## config.mk

```make
export PLATFORM = sky130hd
export DESIGN_NAME = ccpc_top
export DESIGN_NICKNAME = d
export VERILOG_FILES = /design/src/design/ccpc_pkg.sv /design/src/design/ccpc_top.sv
export VERILOG_INCLUDE_DIRS = /design/src /design/src/design
export SDC_FILE = /design/constraint.sdc
export NUM_CORES = 1
export LEC_CHECK = 0
export BUFFER_PORTS_ARGS = -buffer_cell sky130_fd_sc_hd__buf_2
export CAP_MARGIN = 20
export CELL_PAD_IN_SITES_DETAIL_PLACEMENT = 0
export CELL_PAD_IN_SITES_GLOBAL_PLACEMENT = 1
export CORE_ASPECT_RATIO = 1.75
export CORE_UTILIZATION = 47
export CTS_CLUSTER_SIZE = 40
export DETAILED_ROUTE_END_ITERATION = 8
export GPL_TIMING_DRIVEN = 0
export PLACE_DENSITY = 0.81
export SLEW_MARGIN = 20
export SYNTH_ARGS = -nofsm -noshare
export SYNTH_HDL_FRONTEND = slang
export SYNTH_SLANG_ARGS = --single-unit
```

## constraint.sdc

```tcl
create_clock -name CLK -period 2.42 [get_ports CLK]
set_input_delay 0.363 -clock CLK [delete_from_list [all_inputs] [get_ports CLK]]
set_output_delay 0.363 -clock CLK [all_outputs]
set_load 0.05 [all_outputs]
```

## src/design/ccpc_defs.svh

```systemverilog
// Register map, field positions, reset values and stabilisation counts of the clock controller.
// Assumes inclusion by bare name from the package and the top module.
`ifndef CCPC_DEFS_SVH
`define CCPC_DEFS_SVH
// ----------------------------------------------------------------------------
// Register byte offsets
// ----------------------------------------------------------------------------
`define CCPC_OFF_POWER_CONTROL 8'h00
`define CCPC_OFF_CLOCK_STATUS  8'h0C
`define CCPC_OFF_CLOCK_SELECT0 8'h10
`define CCPC_OFF_PLL_CONTROL   8'h20
`define CCPC_OFF_FREQ_DIVIDER  8'h24
`define CCPC_OFF_IRQ_STATUS    8'h28
`define CCPC_OFF_IRQ_CLEAR     8'h2C
`define CCPC_OFF_IRQ_ENABLE    8'h30
// ----------------------------------------------------------------------------
// Reset values and writable masks
// ----------------------------------------------------------------------------
`define CCPC_RST_POWER_CONTROL 32'h0000_000C
`define CCPC_MSK_POWER_CONTROL 32'h0000_000D
`define CCPC_RST_CLOCK_SELECT0 32'h0000_003F
`define CCPC_MSK_CLOCK_SELECT0 32'h0000_003F
`define CCPC_RST_PLL_CONTROL   32'h0005_C22E
`define CCPC_RST_FREQ_DIVIDER  32'h0000_0000
`define CCPC_MSK_FREQ_DIVIDER  32'h0000_003F
`define CCPC_MSK_IRQ           5'h1F
// ----------------------------------------------------------------------------
// Field positions
// ----------------------------------------------------------------------------
`define CCPC_BIT_CRYSTAL_EN    0
`define CCPC_BIT_FAST_RC_EN    2
`define CCPC_BIT_SLOW_RC_EN    3
`define CCPC_BIT_WAKEUP_IRQ_EN 5
`define CCPC_BIT_WAKEUP_STS    6
`define CCPC_BIT_PLL_POWERDN   16
`define CCPC_BIT_PLL_REF_SEL   19
`define CCPC_BIT_DIV_EN        4
`define CCPC_BIT_DIV_BYPASS    5
// ----------------------------------------------------------------------------
// Clock source select codes and stabilisation counts
// ----------------------------------------------------------------------------
`define CCPC_SEL_CRYSTAL 3'h0
`define CCPC_SEL_PLL     3'h2
`define CCPC_SEL_SLOW_RC 3'h3
`define CCPC_SEL_FAST_RC 3'h7
`define CCPC_STABLE_CRYSTAL 13'h1000
`define CCPC_STABLE_PLL     13'h1800
`define CCPC_STABLE_FAST_RC 13'h0100
`define CCPC_STABLE_SLOW_RC 13'h0001
`endif

```

## src/design/ccpc_pkg.sv

```systemverilog
// Types shared by the clock controller.
// Assumes the constants header sits beside it.
package ccpc_pkg;
  `include "ccpc_defs.svh"
  typedef enum logic [0:0] {CCPC_RUN = 1'b0, CCPC_DOWN = 1'b1} ccpc_pm_type;
  typedef enum logic [1:0] {
    CCPC_IX_CRYSTAL = 2'b00,
    CCPC_IX_PLL     = 2'b01,
    CCPC_IX_SLOW_RC = 2'b10,
    CCPC_IX_FAST_RC = 2'b11
  } ccpc_src_type;
endpackage : ccpc_pkg

```

## src/design/ccpc_top.sv

```systemverilog
// Chip clock and power controller: source enables, stability counters, glitch-free
// clock selection, deep power-down, divided clock output, AXI4-Lite registers.
// Assumes oscillator and PLL levels arrive asynchronously and are slower than CLK / 2.
//
// What this block does
// - Enter power-down only on sleep instruction with deep-sleep select; leave on wake-up
// - In power-down switch off crystal and fast RC oscillator
// - PLL reference is crystal when select bit 0, fast RC when 1
// - Enabling a source starts its counter; terminal count sets its stable flag
// - Counts: crystal 4096, PLL 6144 reference, fast RC 256, slow RC 1
// - A source drives system or peripheral clock only once stable
// - Disabling a source clears its stable flag at once
// - Power-down clears crystal, fast RC, PLL flags; counters restart after wake-up
// - System clock chosen from four sources by select field bits 2..0
// - Tick clock chosen from four sources by select field bits 5..3
// - In power-down slow RC and watchdog clock keep running; others stop
// - Divider is sixteen divide-by-two stages with a sixteen-way output mux
// - Output frequency is input over two to the power N plus one
// - Enable starts chain; disable runs until output low then holds low
// - Bypass bit, with enable set, passes divider input clock straight to the output pin
// - Wake-up sets status flag, cleared by writing one; interrupt when enabled
`timescale 1ns/1ps
`include "ccpc_defs.svh"
module ccpc_top
  import ccpc_pkg::*;
#(
  parameter logic [12:0] XTL_STABLE_CNT = `CCPC_STABLE_CRYSTAL,
  parameter logic [12:0] PLL_STABLE_CNT = `CCPC_STABLE_PLL
) (
  input  wire logic        CLK,
  input  wire logic        ARST_N,
  input  wire logic [7:0]  AWADDR,
  input  wire logic        AWVALID,
  output logic             AWREADY,
  input  wire logic [31:0] WDATA,
  input  wire logic [3:0]  WSTRB,
  input  wire logic        WVALID,
  output logic             WREADY,
  output logic [1:0]       BRESP,
  output logic             BVALID,
  input  wire logic        BREADY,
  input  wire logic [7:0]  ARADDR,
  input  wire logic        ARVALID,
  output logic             ARREADY,
  output logic [31:0]      RDATA,
  output logic [1:0]       RRESP,
  output logic             RVALID,
  input  wire logic        RREADY,
  input  wire logic        WAIT_FOR_IRQ_INSTR,
  input  wire logic        DEEP_SLEEP_SELECT,
  input  wire logic        WAKEUP_REQ,
  input  wire logic        EXT_CRYSTAL_OSC,
  input  wire logic        PLL_OUTPUT_CLOCK,
  input  wire logic        SLOW_RC_OSC,
  input  wire logic        FAST_RC_OSC,
  output logic             CRYSTAL_ENABLE,
  output logic             FAST_RC_ENABLE,
  output logic             SLOW_RC_ENABLE,
  output logic             PLL_POWER_DOWN,
  output logic             PLL_REF_SELECT,
  output logic             SYS_CLK,
  output logic             TICK_CLOCK,
  output logic             WDT_CLK,
  output logic             CLOCK_OUTPUT_PIN,
  output logic             POWER_DOWN,
  output logic             IRQ
);
  // --------------------------------------------------------------------------
  // Functions
  // --------------------------------------------------------------------------
  function automatic logic [1:0] sel_idx(input logic [2:0] sel);
    case (sel)
      `CCPC_SEL_CRYSTAL: sel_idx = CCPC_IX_CRYSTAL;
      `CCPC_SEL_PLL:     sel_idx = CCPC_IX_PLL;
      `CCPC_SEL_SLOW_RC: sel_idx = CCPC_IX_SLOW_RC;
      default:           sel_idx = CCPC_IX_FAST_RC;
    endcase
  endfunction : sel_idx

  function automatic logic sel_ok(input logic [2:0] sel);
    sel_ok = (sel == `CCPC_SEL_CRYSTAL) || (sel == `CCPC_SEL_PLL) ||
             (sel == `CCPC_SEL_SLOW_RC) || (sel == `CCPC_SEL_FAST_RC);
  endfunction : sel_ok

  // Switch only when the target is stable and both old and new levels are low
  function automatic logic sw_ok(input logic [2:0] req, input logic [2:0] cur,
                                 input logic [3:0] lvl, input logic [3:0] stb);
    sw_ok = (req != cur) && stb[sel_idx(req)] && !lvl[sel_idx(req)] && !lvl[sel_idx(cur)];
  endfunction : sw_ok

  function automatic logic [31:0] wmerge(input logic [31:0] old, input logic [31:0] dat,
                                         input logic [3:0] strb);
    for (int i = 0; i < 4; i++) begin
      wmerge[i*8 +: 8] = strb[i] ? dat[i*8 +: 8] : old[i*8 +: 8];
    end
  endfunction : wmerge

  // --------------------------------------------------------------------------
  // Source synchronisers
  // --------------------------------------------------------------------------
  logic [3:0] meta_ff;
  logic [3:0] lvl_ff;
  logic [3:0] lvl_prev_ff;
  logic [3:0] src_pin;
  logic [3:0] rise;
  assign src_pin = {FAST_RC_OSC, SLOW_RC_OSC, PLL_OUTPUT_CLOCK, EXT_CRYSTAL_OSC};
  assign rise    = lvl_ff & ~lvl_prev_ff;

  always_ff @(posedge CLK or negedge ARST_N) begin
    if (!ARST_N) begin
      meta_ff     <= 4'h0;
      lvl_ff      <= 4'h0;
      lvl_prev_ff <= 4'h0;
    end else begin
      meta_ff     <= src_pin;
      lvl_ff      <= meta_ff;
      lvl_prev_ff <= lvl_ff;
    end
  end

  // --------------------------------------------------------------------------
  // Registers and AXI4-Lite slave
  // --------------------------------------------------------------------------
  logic [31:0] pwr_ff, sel0_ff, pll_ff, fdiv_ff;
  logic [31:0] nxt_pwr, nxt_sel0, nxt_pll, nxt_fdiv;
  logic [4:0]  ien_ff, ists_ff, nxt_ien, nxt_ists, irq_ev;
  logic        aw_got_ff, w_got_ff, bvalid_ff, rvalid_ff;
  logic        nxt_aw_got, nxt_w_got, nxt_bvalid, nxt_rvalid;
  logic [7:0]  awaddr_ff, nxt_awaddr;
  logic [31:0] wdata_ff, nxt_wdata, rdata_ff, nxt_rdata;
  logic [3:0]  wstrb_ff, nxt_wstrb;
  logic [1:0]  bresp_ff, nxt_bresp, rresp_ff, nxt_rresp;
  logic [3:0]  stb_ff, nxt_stb;
  logic        do_wr;
  logic [31:0] wv;

  assign AWREADY = !aw_got_ff;
  assign WREADY  = !w_got_ff;
  assign ARREADY = !rvalid_ff;
  assign BVALID  = bvalid_ff;
  assign BRESP   = bresp_ff;
  assign RVALID  = rvalid_ff;
  assign RDATA   = rdata_ff;
  assign RRESP   = rresp_ff;
  assign do_wr   = aw_got_ff && w_got_ff && !bvalid_ff;
  assign IRQ     = |(ists_ff & ien_ff);

  always_comb begin
    nxt_aw_got = aw_got_ff;
    nxt_awaddr = awaddr_ff;
    nxt_w_got  = w_got_ff;
    nxt_wdata  = wdata_ff;
    nxt_wstrb  = wstrb_ff;
    nxt_bvalid = bvalid_ff;
    nxt_bresp  = bresp_ff;
    nxt_rvalid = rvalid_ff;
    nxt_rdata  = rdata_ff;
    nxt_rresp  = rresp_ff;
    nxt_pwr    = pwr_ff;
    nxt_sel0   = sel0_ff;
    nxt_pll    = pll_ff;
    nxt_fdiv   = fdiv_ff;
    nxt_ien    = ien_ff;
    nxt_ists   = ists_ff;
    wv         = wmerge(32'h0000_0000, wdata_ff, wstrb_ff);
    if (AWVALID && !aw_got_ff) begin
      nxt_aw_got = 1'b1;
      nxt_awaddr = AWADDR;
    end
    if (WVALID && !w_got_ff) begin
      nxt_w_got = 1'b1;
      nxt_wdata = WDATA;
      nxt_wstrb = WSTRB;
    end
    if (bvalid_ff && BREADY) begin
      nxt_bvalid = 1'b0;
    end
    if (do_wr) begin
      nxt_aw_got = 1'b0;
      nxt_w_got  = 1'b0;
      nxt_bvalid = 1'b1;
      nxt_bresp  = 2'b00;
      case (awaddr_ff)
        `CCPC_OFF_POWER_CONTROL: begin
          nxt_pwr = wmerge(pwr_ff, wdata_ff, wstrb_ff) & `CCPC_MSK_POWER_CONTROL;
          if (wstrb_ff[0]) begin
            nxt_ien[0] = wdata_ff[`CCPC_BIT_WAKEUP_IRQ_EN];
          end
          nxt_ists[0] = ists_ff[0] & ~wv[`CCPC_BIT_WAKEUP_STS];
        end
        `CCPC_OFF_CLOCK_SELECT0: nxt_sel0 = wmerge(sel0_ff, wdata_ff, wstrb_ff) & `CCPC_MSK_CLOCK_SELECT0;
        `CCPC_OFF_PLL_CONTROL:   nxt_pll  = wmerge(pll_ff, wdata_ff, wstrb_ff);
        `CCPC_OFF_FREQ_DIVIDER:  nxt_fdiv = wmerge(fdiv_ff, wdata_ff, wstrb_ff) & `CCPC_MSK_FREQ_DIVIDER;
        `CCPC_OFF_IRQ_CLEAR:     nxt_ists = ists_ff & ~wv[4:0];
        `CCPC_OFF_IRQ_ENABLE:    nxt_ien  = wv[4:0] & `CCPC_MSK_IRQ;
        `CCPC_OFF_CLOCK_STATUS, `CCPC_OFF_IRQ_STATUS: nxt_bresp = 2'b00;
        default:                 nxt_bresp = 2'b10;
      endcase
    end
    nxt_ists = nxt_ists | irq_ev;  // Set wins over a clear in the same cycle
    if (rvalid_ff && RREADY) begin
      nxt_rvalid = 1'b0;
    end
    if (ARVALID && !rvalid_ff) begin
      nxt_rvalid = 1'b1;
      nxt_rresp  = 2'b00;
      case (ARADDR)
        `CCPC_OFF_POWER_CONTROL: nxt_rdata = pwr_ff | {25'h0, ists_ff[0], ien_ff[0], 5'h00};
        `CCPC_OFF_CLOCK_STATUS:  nxt_rdata = {27'h0, stb_ff[3], stb_ff[2], stb_ff[1], 1'b0, stb_ff[0]};
        `CCPC_OFF_CLOCK_SELECT0: nxt_rdata = sel0_ff;
        `CCPC_OFF_PLL_CONTROL:   nxt_rdata = pll_ff;
        `CCPC_OFF_FREQ_DIVIDER:  nxt_rdata = fdiv_ff;
        `CCPC_OFF_IRQ_STATUS:    nxt_rdata = {27'h0, ists_ff};
        `CCPC_OFF_IRQ_CLEAR:     nxt_rdata = 32'h0000_0000;
        `CCPC_OFF_IRQ_ENABLE:    nxt_rdata = {27'h0, ien_ff};
        default: begin
          nxt_rdata = 32'h0000_0000;
          nxt_rresp = 2'b10;
        end
      endcase
    end
  end

  always_ff @(posedge CLK or negedge ARST_N) begin
    if (!ARST_N) begin
      aw_got_ff <= 1'b0;
      awaddr_ff <= 8'h00;
      w_got_ff  <= 1'b0;
      wdata_ff  <= 32'h0000_0000;
      wstrb_ff  <= 4'h0;
      bvalid_ff <= 1'b0;
      bresp_ff  <= 2'b00;
      rvalid_ff <= 1'b0;
      rdata_ff  <= 32'h0000_0000;
      rresp_ff  <= 2'b00;
      pwr_ff    <= `CCPC_RST_POWER_CONTROL;
      sel0_ff   <= `CCPC_RST_CLOCK_SELECT0;
      pll_ff    <= `CCPC_RST_PLL_CONTROL;
      fdiv_ff   <= `CCPC_RST_FREQ_DIVIDER;
      ien_ff    <= 5'h00;
      ists_ff   <= 5'h00;
    end else begin
      aw_got_ff <= nxt_aw_got;
      awaddr_ff <= nxt_awaddr;
      w_got_ff  <= nxt_w_got;
      wdata_ff  <= nxt_wdata;
      wstrb_ff  <= nxt_wstrb;
      bvalid_ff <= nxt_bvalid;
      bresp_ff  <= nxt_bresp;
      rvalid_ff <= nxt_rvalid;
      rdata_ff  <= nxt_rdata;
      rresp_ff  <= nxt_rresp;
      pwr_ff    <= nxt_pwr;
      sel0_ff   <= nxt_sel0;
      pll_ff    <= nxt_pll;
      fdiv_ff   <= nxt_fdiv;
      ien_ff    <= nxt_ien;
      ists_ff   <= nxt_ists;
    end
  end

  // --------------------------------------------------------------------------
  // Power-down control and stability counters
  // --------------------------------------------------------------------------
  ccpc_pm_type pm_ff, nxt_pm;
  logic [12:0] cnt_ff [4];
  logic [12:0] nxt_cnt [4];
  logic [12:0] lim [4];
  logic [3:0]  en_eff, cedge;
  logic        down, wake_ev;

  assign down      = (pm_ff == CCPC_DOWN);
  assign wake_ev   = down && WAKEUP_REQ;
  assign lim[0]    = XTL_STABLE_CNT;
  assign lim[1]    = PLL_STABLE_CNT;
  assign lim[2]    = `CCPC_STABLE_SLOW_RC;
  assign lim[3]    = `CCPC_STABLE_FAST_RC;
  assign en_eff[0] = pwr_ff[`CCPC_BIT_CRYSTAL_EN] && !down;
  assign en_eff[1] = !pll_ff[`CCPC_BIT_PLL_POWERDN] && !down;
  assign en_eff[2] = pwr_ff[`CCPC_BIT_SLOW_RC_EN];
  assign en_eff[3] = pwr_ff[`CCPC_BIT_FAST_RC_EN] && !down;
  // PLL settles on edges of its reference, not its own output
  assign cedge     = {rise[3], rise[2], pll_ff[`CCPC_BIT_PLL_REF_SEL] ? rise[3] : rise[0], rise[0]};
  assign irq_ev    = {nxt_stb & ~stb_ff, 1'b0} | {4'h0, wake_ev};

  assign CRYSTAL_ENABLE = en_eff[0];
  assign FAST_RC_ENABLE = en_eff[3];
  assign SLOW_RC_ENABLE = en_eff[2];
  assign PLL_POWER_DOWN = !en_eff[1];
  assign PLL_REF_SELECT = pll_ff[`CCPC_BIT_PLL_REF_SEL];
  assign POWER_DOWN     = down;

  always_comb begin
    nxt_pm = pm_ff;
    case (pm_ff)
      CCPC_RUN:  if (WAIT_FOR_IRQ_INSTR && DEEP_SLEEP_SELECT) nxt_pm = CCPC_DOWN;
      CCPC_DOWN: if (WAKEUP_REQ) nxt_pm = CCPC_RUN;
      default:   nxt_pm = CCPC_RUN;
    endcase
    for (int i = 0; i < 4; i++) begin
      nxt_cnt[i] = cnt_ff[i];
      nxt_stb[i] = stb_ff[i];
      if (!en_eff[i]) begin
        nxt_cnt[i] = 13'h0000;
        nxt_stb[i] = 1'b0;
      end else if (!stb_ff[i] && cedge[i]) begin
        if (cnt_ff[i] == lim[i] - 13'h0001) begin
          nxt_stb[i] = 1'b1;
        end else begin
          nxt_cnt[i] = cnt_ff[i] + 13'h0001;
        end
      end
    end
  end

  always_ff @(posedge CLK or negedge ARST_N) begin
    if (!ARST_N) begin
      pm_ff  <= CCPC_RUN;
      stb_ff <= 4'h0;
      for (int i = 0; i < 4; i++) begin
        cnt_ff[i] <= 13'h0000;
      end
    end else begin
      pm_ff  <= nxt_pm;
      stb_ff <= nxt_stb;
      for (int i = 0; i < 4; i++) begin
        cnt_ff[i] <= nxt_cnt[i];
      end
    end
  end

  // --------------------------------------------------------------------------
  // Clock selection and frequency divider
  // --------------------------------------------------------------------------
  logic [2:0]  sys_cur_ff, tick_cur_ff, nxt_sys_cur, nxt_tick_cur, sys_req, tick_req;
  logic        sys_out_ff, tick_out_ff, wdt_ff, clock_output_pin_ff, run_ff, sys_prev_ff;
  logic        nxt_sys_out, nxt_tick_out, nxt_wdt, nxt_clock_output_pin, nxt_run;
  logic [15:0] div_cnt_ff, nxt_div_cnt;
  logic [3:0]  nsel;

  assign sys_req          = sel_ok(sel0_ff[2:0]) ? sel0_ff[2:0] : sys_cur_ff;
  assign tick_req         = sel_ok(sel0_ff[5:3]) ? sel0_ff[5:3] : tick_cur_ff;
  assign nsel             = fdiv_ff[3:0];
  assign SYS_CLK          = sys_out_ff;
  assign TICK_CLOCK       = tick_out_ff;
  assign WDT_CLK          = wdt_ff;
  assign CLOCK_OUTPUT_PIN = clock_output_pin_ff;

  always_comb begin
    nxt_sys_cur  = sw_ok(sys_req, sys_cur_ff, lvl_ff, stb_ff) ? sys_req : sys_cur_ff;
    nxt_tick_cur = sw_ok(tick_req, tick_cur_ff, lvl_ff, stb_ff) ? tick_req : tick_cur_ff;
    // Gated by the stable flag so an unsettled source never reaches logic
    // Looks at the next power state so no clock pulse leaks into the first power-down cycle
    nxt_sys_out  = (nxt_pm == CCPC_RUN) && stb_ff[sel_idx(sys_cur_ff)] && lvl_ff[sel_idx(sys_cur_ff)];
    nxt_tick_out = (nxt_pm == CCPC_RUN) && stb_ff[sel_idx(tick_cur_ff)] && lvl_ff[sel_idx(tick_cur_ff)];
    nxt_wdt      = stb_ff[CCPC_IX_SLOW_RC] && lvl_ff[CCPC_IX_SLOW_RC];
    // Chain runs on enable, then only while the output is still high, so a low pin never rises again
    nxt_run      = fdiv_ff[`CCPC_BIT_DIV_EN] || (run_ff && clock_output_pin_ff);
    nxt_div_cnt  = div_cnt_ff;
    if (nxt_run && sys_out_ff && !sys_prev_ff) begin
      nxt_div_cnt = div_cnt_ff + 16'h0001;
    end
    if (fdiv_ff[`CCPC_BIT_DIV_BYPASS]) begin
      nxt_clock_output_pin = fdiv_ff[`CCPC_BIT_DIV_EN] && sys_out_ff;
    end else begin
      nxt_clock_output_pin = nxt_run && nxt_div_cnt[nsel];
    end
  end

  always_ff @(posedge CLK or negedge ARST_N) begin
    if (!ARST_N) begin
      sys_cur_ff  <= `CCPC_SEL_FAST_RC;
      tick_cur_ff <= `CCPC_SEL_FAST_RC;
      sys_out_ff  <= 1'b0;
      tick_out_ff <= 1'b0;
      wdt_ff      <= 1'b0;
      clock_output_pin_ff     <= 1'b0;
      run_ff      <= 1'b0;
      sys_prev_ff <= 1'b0;
      div_cnt_ff  <= 16'h0000;
    end else begin
      sys_cur_ff  <= nxt_sys_cur;
      tick_cur_ff <= nxt_tick_cur;
      sys_out_ff  <= nxt_sys_out;
      tick_out_ff <= nxt_tick_out;
      wdt_ff      <= nxt_wdt;
      clock_output_pin_ff     <= nxt_clock_output_pin;
      run_ff      <= nxt_run;
      sys_prev_ff <= sys_out_ff;
      div_cnt_ff  <= nxt_div_cnt;
    end
  end
endmodule : ccpc_top

```

==> flow_summary.yaml <==
floorplanning:
  pin_count: 118
  core_area_sq_um: 22900
  die_w_microns: 118
  start_util: 0.482
  dieArea_sq_um: 24200
  rows: 73
  die_h_microns: 205
run:
  maxCapViolations: 0
power:
  cell_internal_pwr_uw: 7920
  combPwrFrac: 0.160
  vdd_drop_max_mv: 0.727
  pwr-share-clk: 0.385
  p_sw_uw: 3060
  power.share.switching: 0.279
  power_density_nw_per_um2: 841
  seq_power_share: 0.455
  p_leak_uw: 0.00587
critical_path:
  cp-start-kind: "flip-flop"
  cp.depth: 7
  crit_family: "simple AND/OR/NAND/NOR gates"
  ff2ff_path_depth: 7
  cp.arrival_ns: 2.76
  rr_startpoint: "div_cnt_ff[0]$_DFF_PN0_"
  crit_path_end_kind: "flip-flop"
  rrSetupSlack_ns: 0.11
  worstPathCellList: "ha_1 > nand3_2 > nor3_2 > a31oi_1 > nor3_1 > o221ai_1 > a41oi_1"
  crit_buf_inv: 0
  crit_slowest_cell: "nor3_2"
  path_max_fanout: 8
  r2r-end: "CLOCK_OUTPUT_PIN$_DFF_PN0_"
  cp_data_required_time_ns: 2.86
  crit_type: "reg -> reg"
  critPathMaxStageDelay_ns: 0.53
  crit_path_start: "div_cnt_ff[0]$_DFF_PN0_"
sta:
  fin_tns_setup_ns: 0
  clock_skew_ns: 0.0256
  grt_setup_unrepaired: "no"
  hold_viol_final: 0
  setup_viol: 0
  timing.final.ws_setup_ns: 0.106
  fmax_mhz: 432
  drv_slew: 0
  slew-limit-headroom: 0.527
  finalCritPeriodShare: 0.956
  period_minus_slack_ns: 2.31
  worst_pin_slew_ns: 0.704
synth:
  async_flop_share: 1.00
  synth_ff_type: "dfrtp_1"
  ys_ff_latch: 235
  seq_area_frac_synth: 0.535
  synth-edff-count: 0
  synthCells: 969
  yosys_warnings: 0
  ys_types: 85
  syn-cell-area_sq_um: 11000
  syn_area_per_cell_sq_um: 11.4
clocking:
  clk_pin_slew_ns: 0.07
  cts_tree: "built"
  clock_sinks: 235
  cts_root_buffer: "clkbuf_16"
  clk_latency_ns: 0.55
  cts_buffers: 24
  cts_buffer_depth: 3
  htree_levels: 1
layout:
  nNetsFinal: 1191
  postLayoutCoreUtil: 0.569
  final_cell_mix: "dfrtp_1 (212), buf_2 (122), mux2_2 (97)"
  drive_gt1_frac: 0.307
  stdcell_count: 1438
  layout_commonest_cell: "dfrtp_1"
  syn_to_final_growth_pct: 18.1
min_path:
  hold_depth: 3
  worstHoldPathType: "in -> reg"
  min-delay-start: "WVALID"
  hold_end: "w_got_ff$_DFFE_PN0P_"
global_routing:
  grt_pass1_wl_microns: 41800
  grt_overflow: 0
  grt_pass1_vias: 8320
  grt_start_max_net_pins: 99
  grt_usage: 0.218
  antenna_found_initial: 2
drt:
  drc: 0
  dr.first_iter.drc_count: 381
  via_count: 7843
  drtAntennaViolNets: 0
  viasPerCell: 5.45
  routedWlPerCell_microns: 17.6
  wl_microns: 25300
  firstDrtPassIters: 4
status:
  status: "complete, no violations"
place:
  dp_cells: 1385
  hpwl_microns: 18200
  portBuffers: 113
  dpl_worst_slack_ns: 0.123
  place.gp.congestion: 0.859
sequential cells by signal, indices dropped and copies added, names as in the netlist, 5 cells and up:
| register | flops |
|---|---|
| wdata_ff | 32 |
| sel0_ff | 6 |
| awaddr_ff | 8 |
| div_cnt_ff | 16 |
| ists_ff | 5 |
| fdiv_ff | 6 |
| cnt_ff | 52 |
| pll_ff | 32 |
| ien_ff | 5 |
| RDATA | 32 |
per-stage QoR:
stage               hold WS [ns]  instance area, sq um  total power [uW]
floorplan                 0.0674                 11100              6210
global placement           0.334                 12000              6760
detailed placement         0.337                 12100              6850
CTS                       0.0157                 13000             11100
global route              0.0333                 13100             11500
finish                    0.0406                 13100             11000
metal layers:
metal / GRT usage / up-vias / wire length, microns
met5: 0 / - / 0
met4: 0.103 / 0 / 976
met3: 0.0356 / 53 / 1080
met2: 0.403 / 160 / 13400
met1: 0.242 / 3863 / 9840
li1: - / 3767 / -
cell usage after synthesis, types with 4 or more instances:
cell / count / area share
nand2b_1: 12 / 0.0068
a21o_1: 4 / 0.0027
o21a_1: 4 / 0.0027
nor4_1: 11 / 0.0062
buf_2: 11 / 0.0050
a211oi_1: 7 / 0.0048
nand3_1: 31 / 0.014
a22o_2: 20 / 0.018
and4_1: 4 / 0.0032
a22o_1: 11 / 0.0087
o21ai_0: 31 / 0.014
and3_1: 8 / 0.0045
buf_6: 6 / 0.0061
nor3_1: 21 / 0.0095
nand3b_1: 5 / 0.0034
o31ai_1: 7 / 0.0048
dfstp_2: 23 / 0.055
or3_1: 10 / 0.0057
nor3b_1: 7 / 0.0048
nor2b_1: 12 / 0.0068
nor2_1: 77 / 0.026
nand2_1: 59 / 0.020
nor3_2: 4 / 0.0036
o22ai_1: 10 / 0.0057
inv_1: 32 / 0.011
nand4_1: 15 / 0.0085
clkbuf_1: 28 / 0.0095
and2_1: 17 / 0.0096
xnor2_1: 32 / 0.025
dfrtp_1: 212 / 0.48
mux2i_1: 19 / 0.017
mux2_2: 97 / 0.099
a31oi_1: 9 / 0.0051
ha_1: 6 / 0.0068
xor2_1: 22 / 0.017
a21oi_1: 13 / 0.0059
worst reg2reg max path: cells and delay by family (launching register included):
kind	cells	cell delay [ns]
simple gates	3	0.94
fa+ha+maj	1	0.21
compound gates	3	0.64
flops	1	0.42
cell type report:
class	instances	area (sq um)
Clock buffer	30	663
Inverter	32	120
Tap cell	300	375
Multi-Input combinational cell	653	4770
Buffer	50	255
Sequential cell	235	5910
Antenna cell	1	2.50
Timing Repair Buffer	123	711
Fill cell	2007	9870
Clock inverter	14	248
kinds of logic (layout without fill, tap and decap cells):
group,count (synthesis),count (layout),synth area share
xor gates and xnor gates,54,54,0.0428
buffers and inverters,82,249,0.0339
muxes,116,116,0.116
adders and majority gates,6,6,0.00679
DFF,235,235,0.535
and+or+nand+nor,320,320,0.159
AOI/OAI and AO/OA,155,155,0.106
other,1,3,0.000339
worst max path at each step:
stage	end	slack, ns
6_report	CLOCK_OUTPUT_PIN$_DFF_PN0_	0.11
5_1_grt	PLL_POWER_DOWN	0.002
3_5_place_dp	CLOCK_OUTPUT_PIN$_DFF_PN0_	0.12
3_3_place_gp	cnt_ff[44]$_DFFE_PN0P_	-3.11
2_1_floorplan	CLOCK_OUTPUT_PIN$_DFF_PN0_	0.32
4_1_cts	PLL_POWER_DOWN	0.07
power groups by stage:
stage          logic, uW  registers (uW)  clock network (uW)
2_1_floorplan       1230            4980                   0
3_3_place_gp        1710            5050                   0
3_5_place_dp        1770            5080                   0
4_1_cts             1790            5010                4330
5_1_grt             1940            5080                4480
6_report            1760            5000                4220
what timing repair did:
item,CTS,global route
setup endpoints to repair,1,2
hold endpoints to repair,69,0
hold buffers,7,0
gates cloned,0,0
resized for setup,2,0
buffers inserted,0,1
No activity file was read; power rests on OpenSTA's default activity.
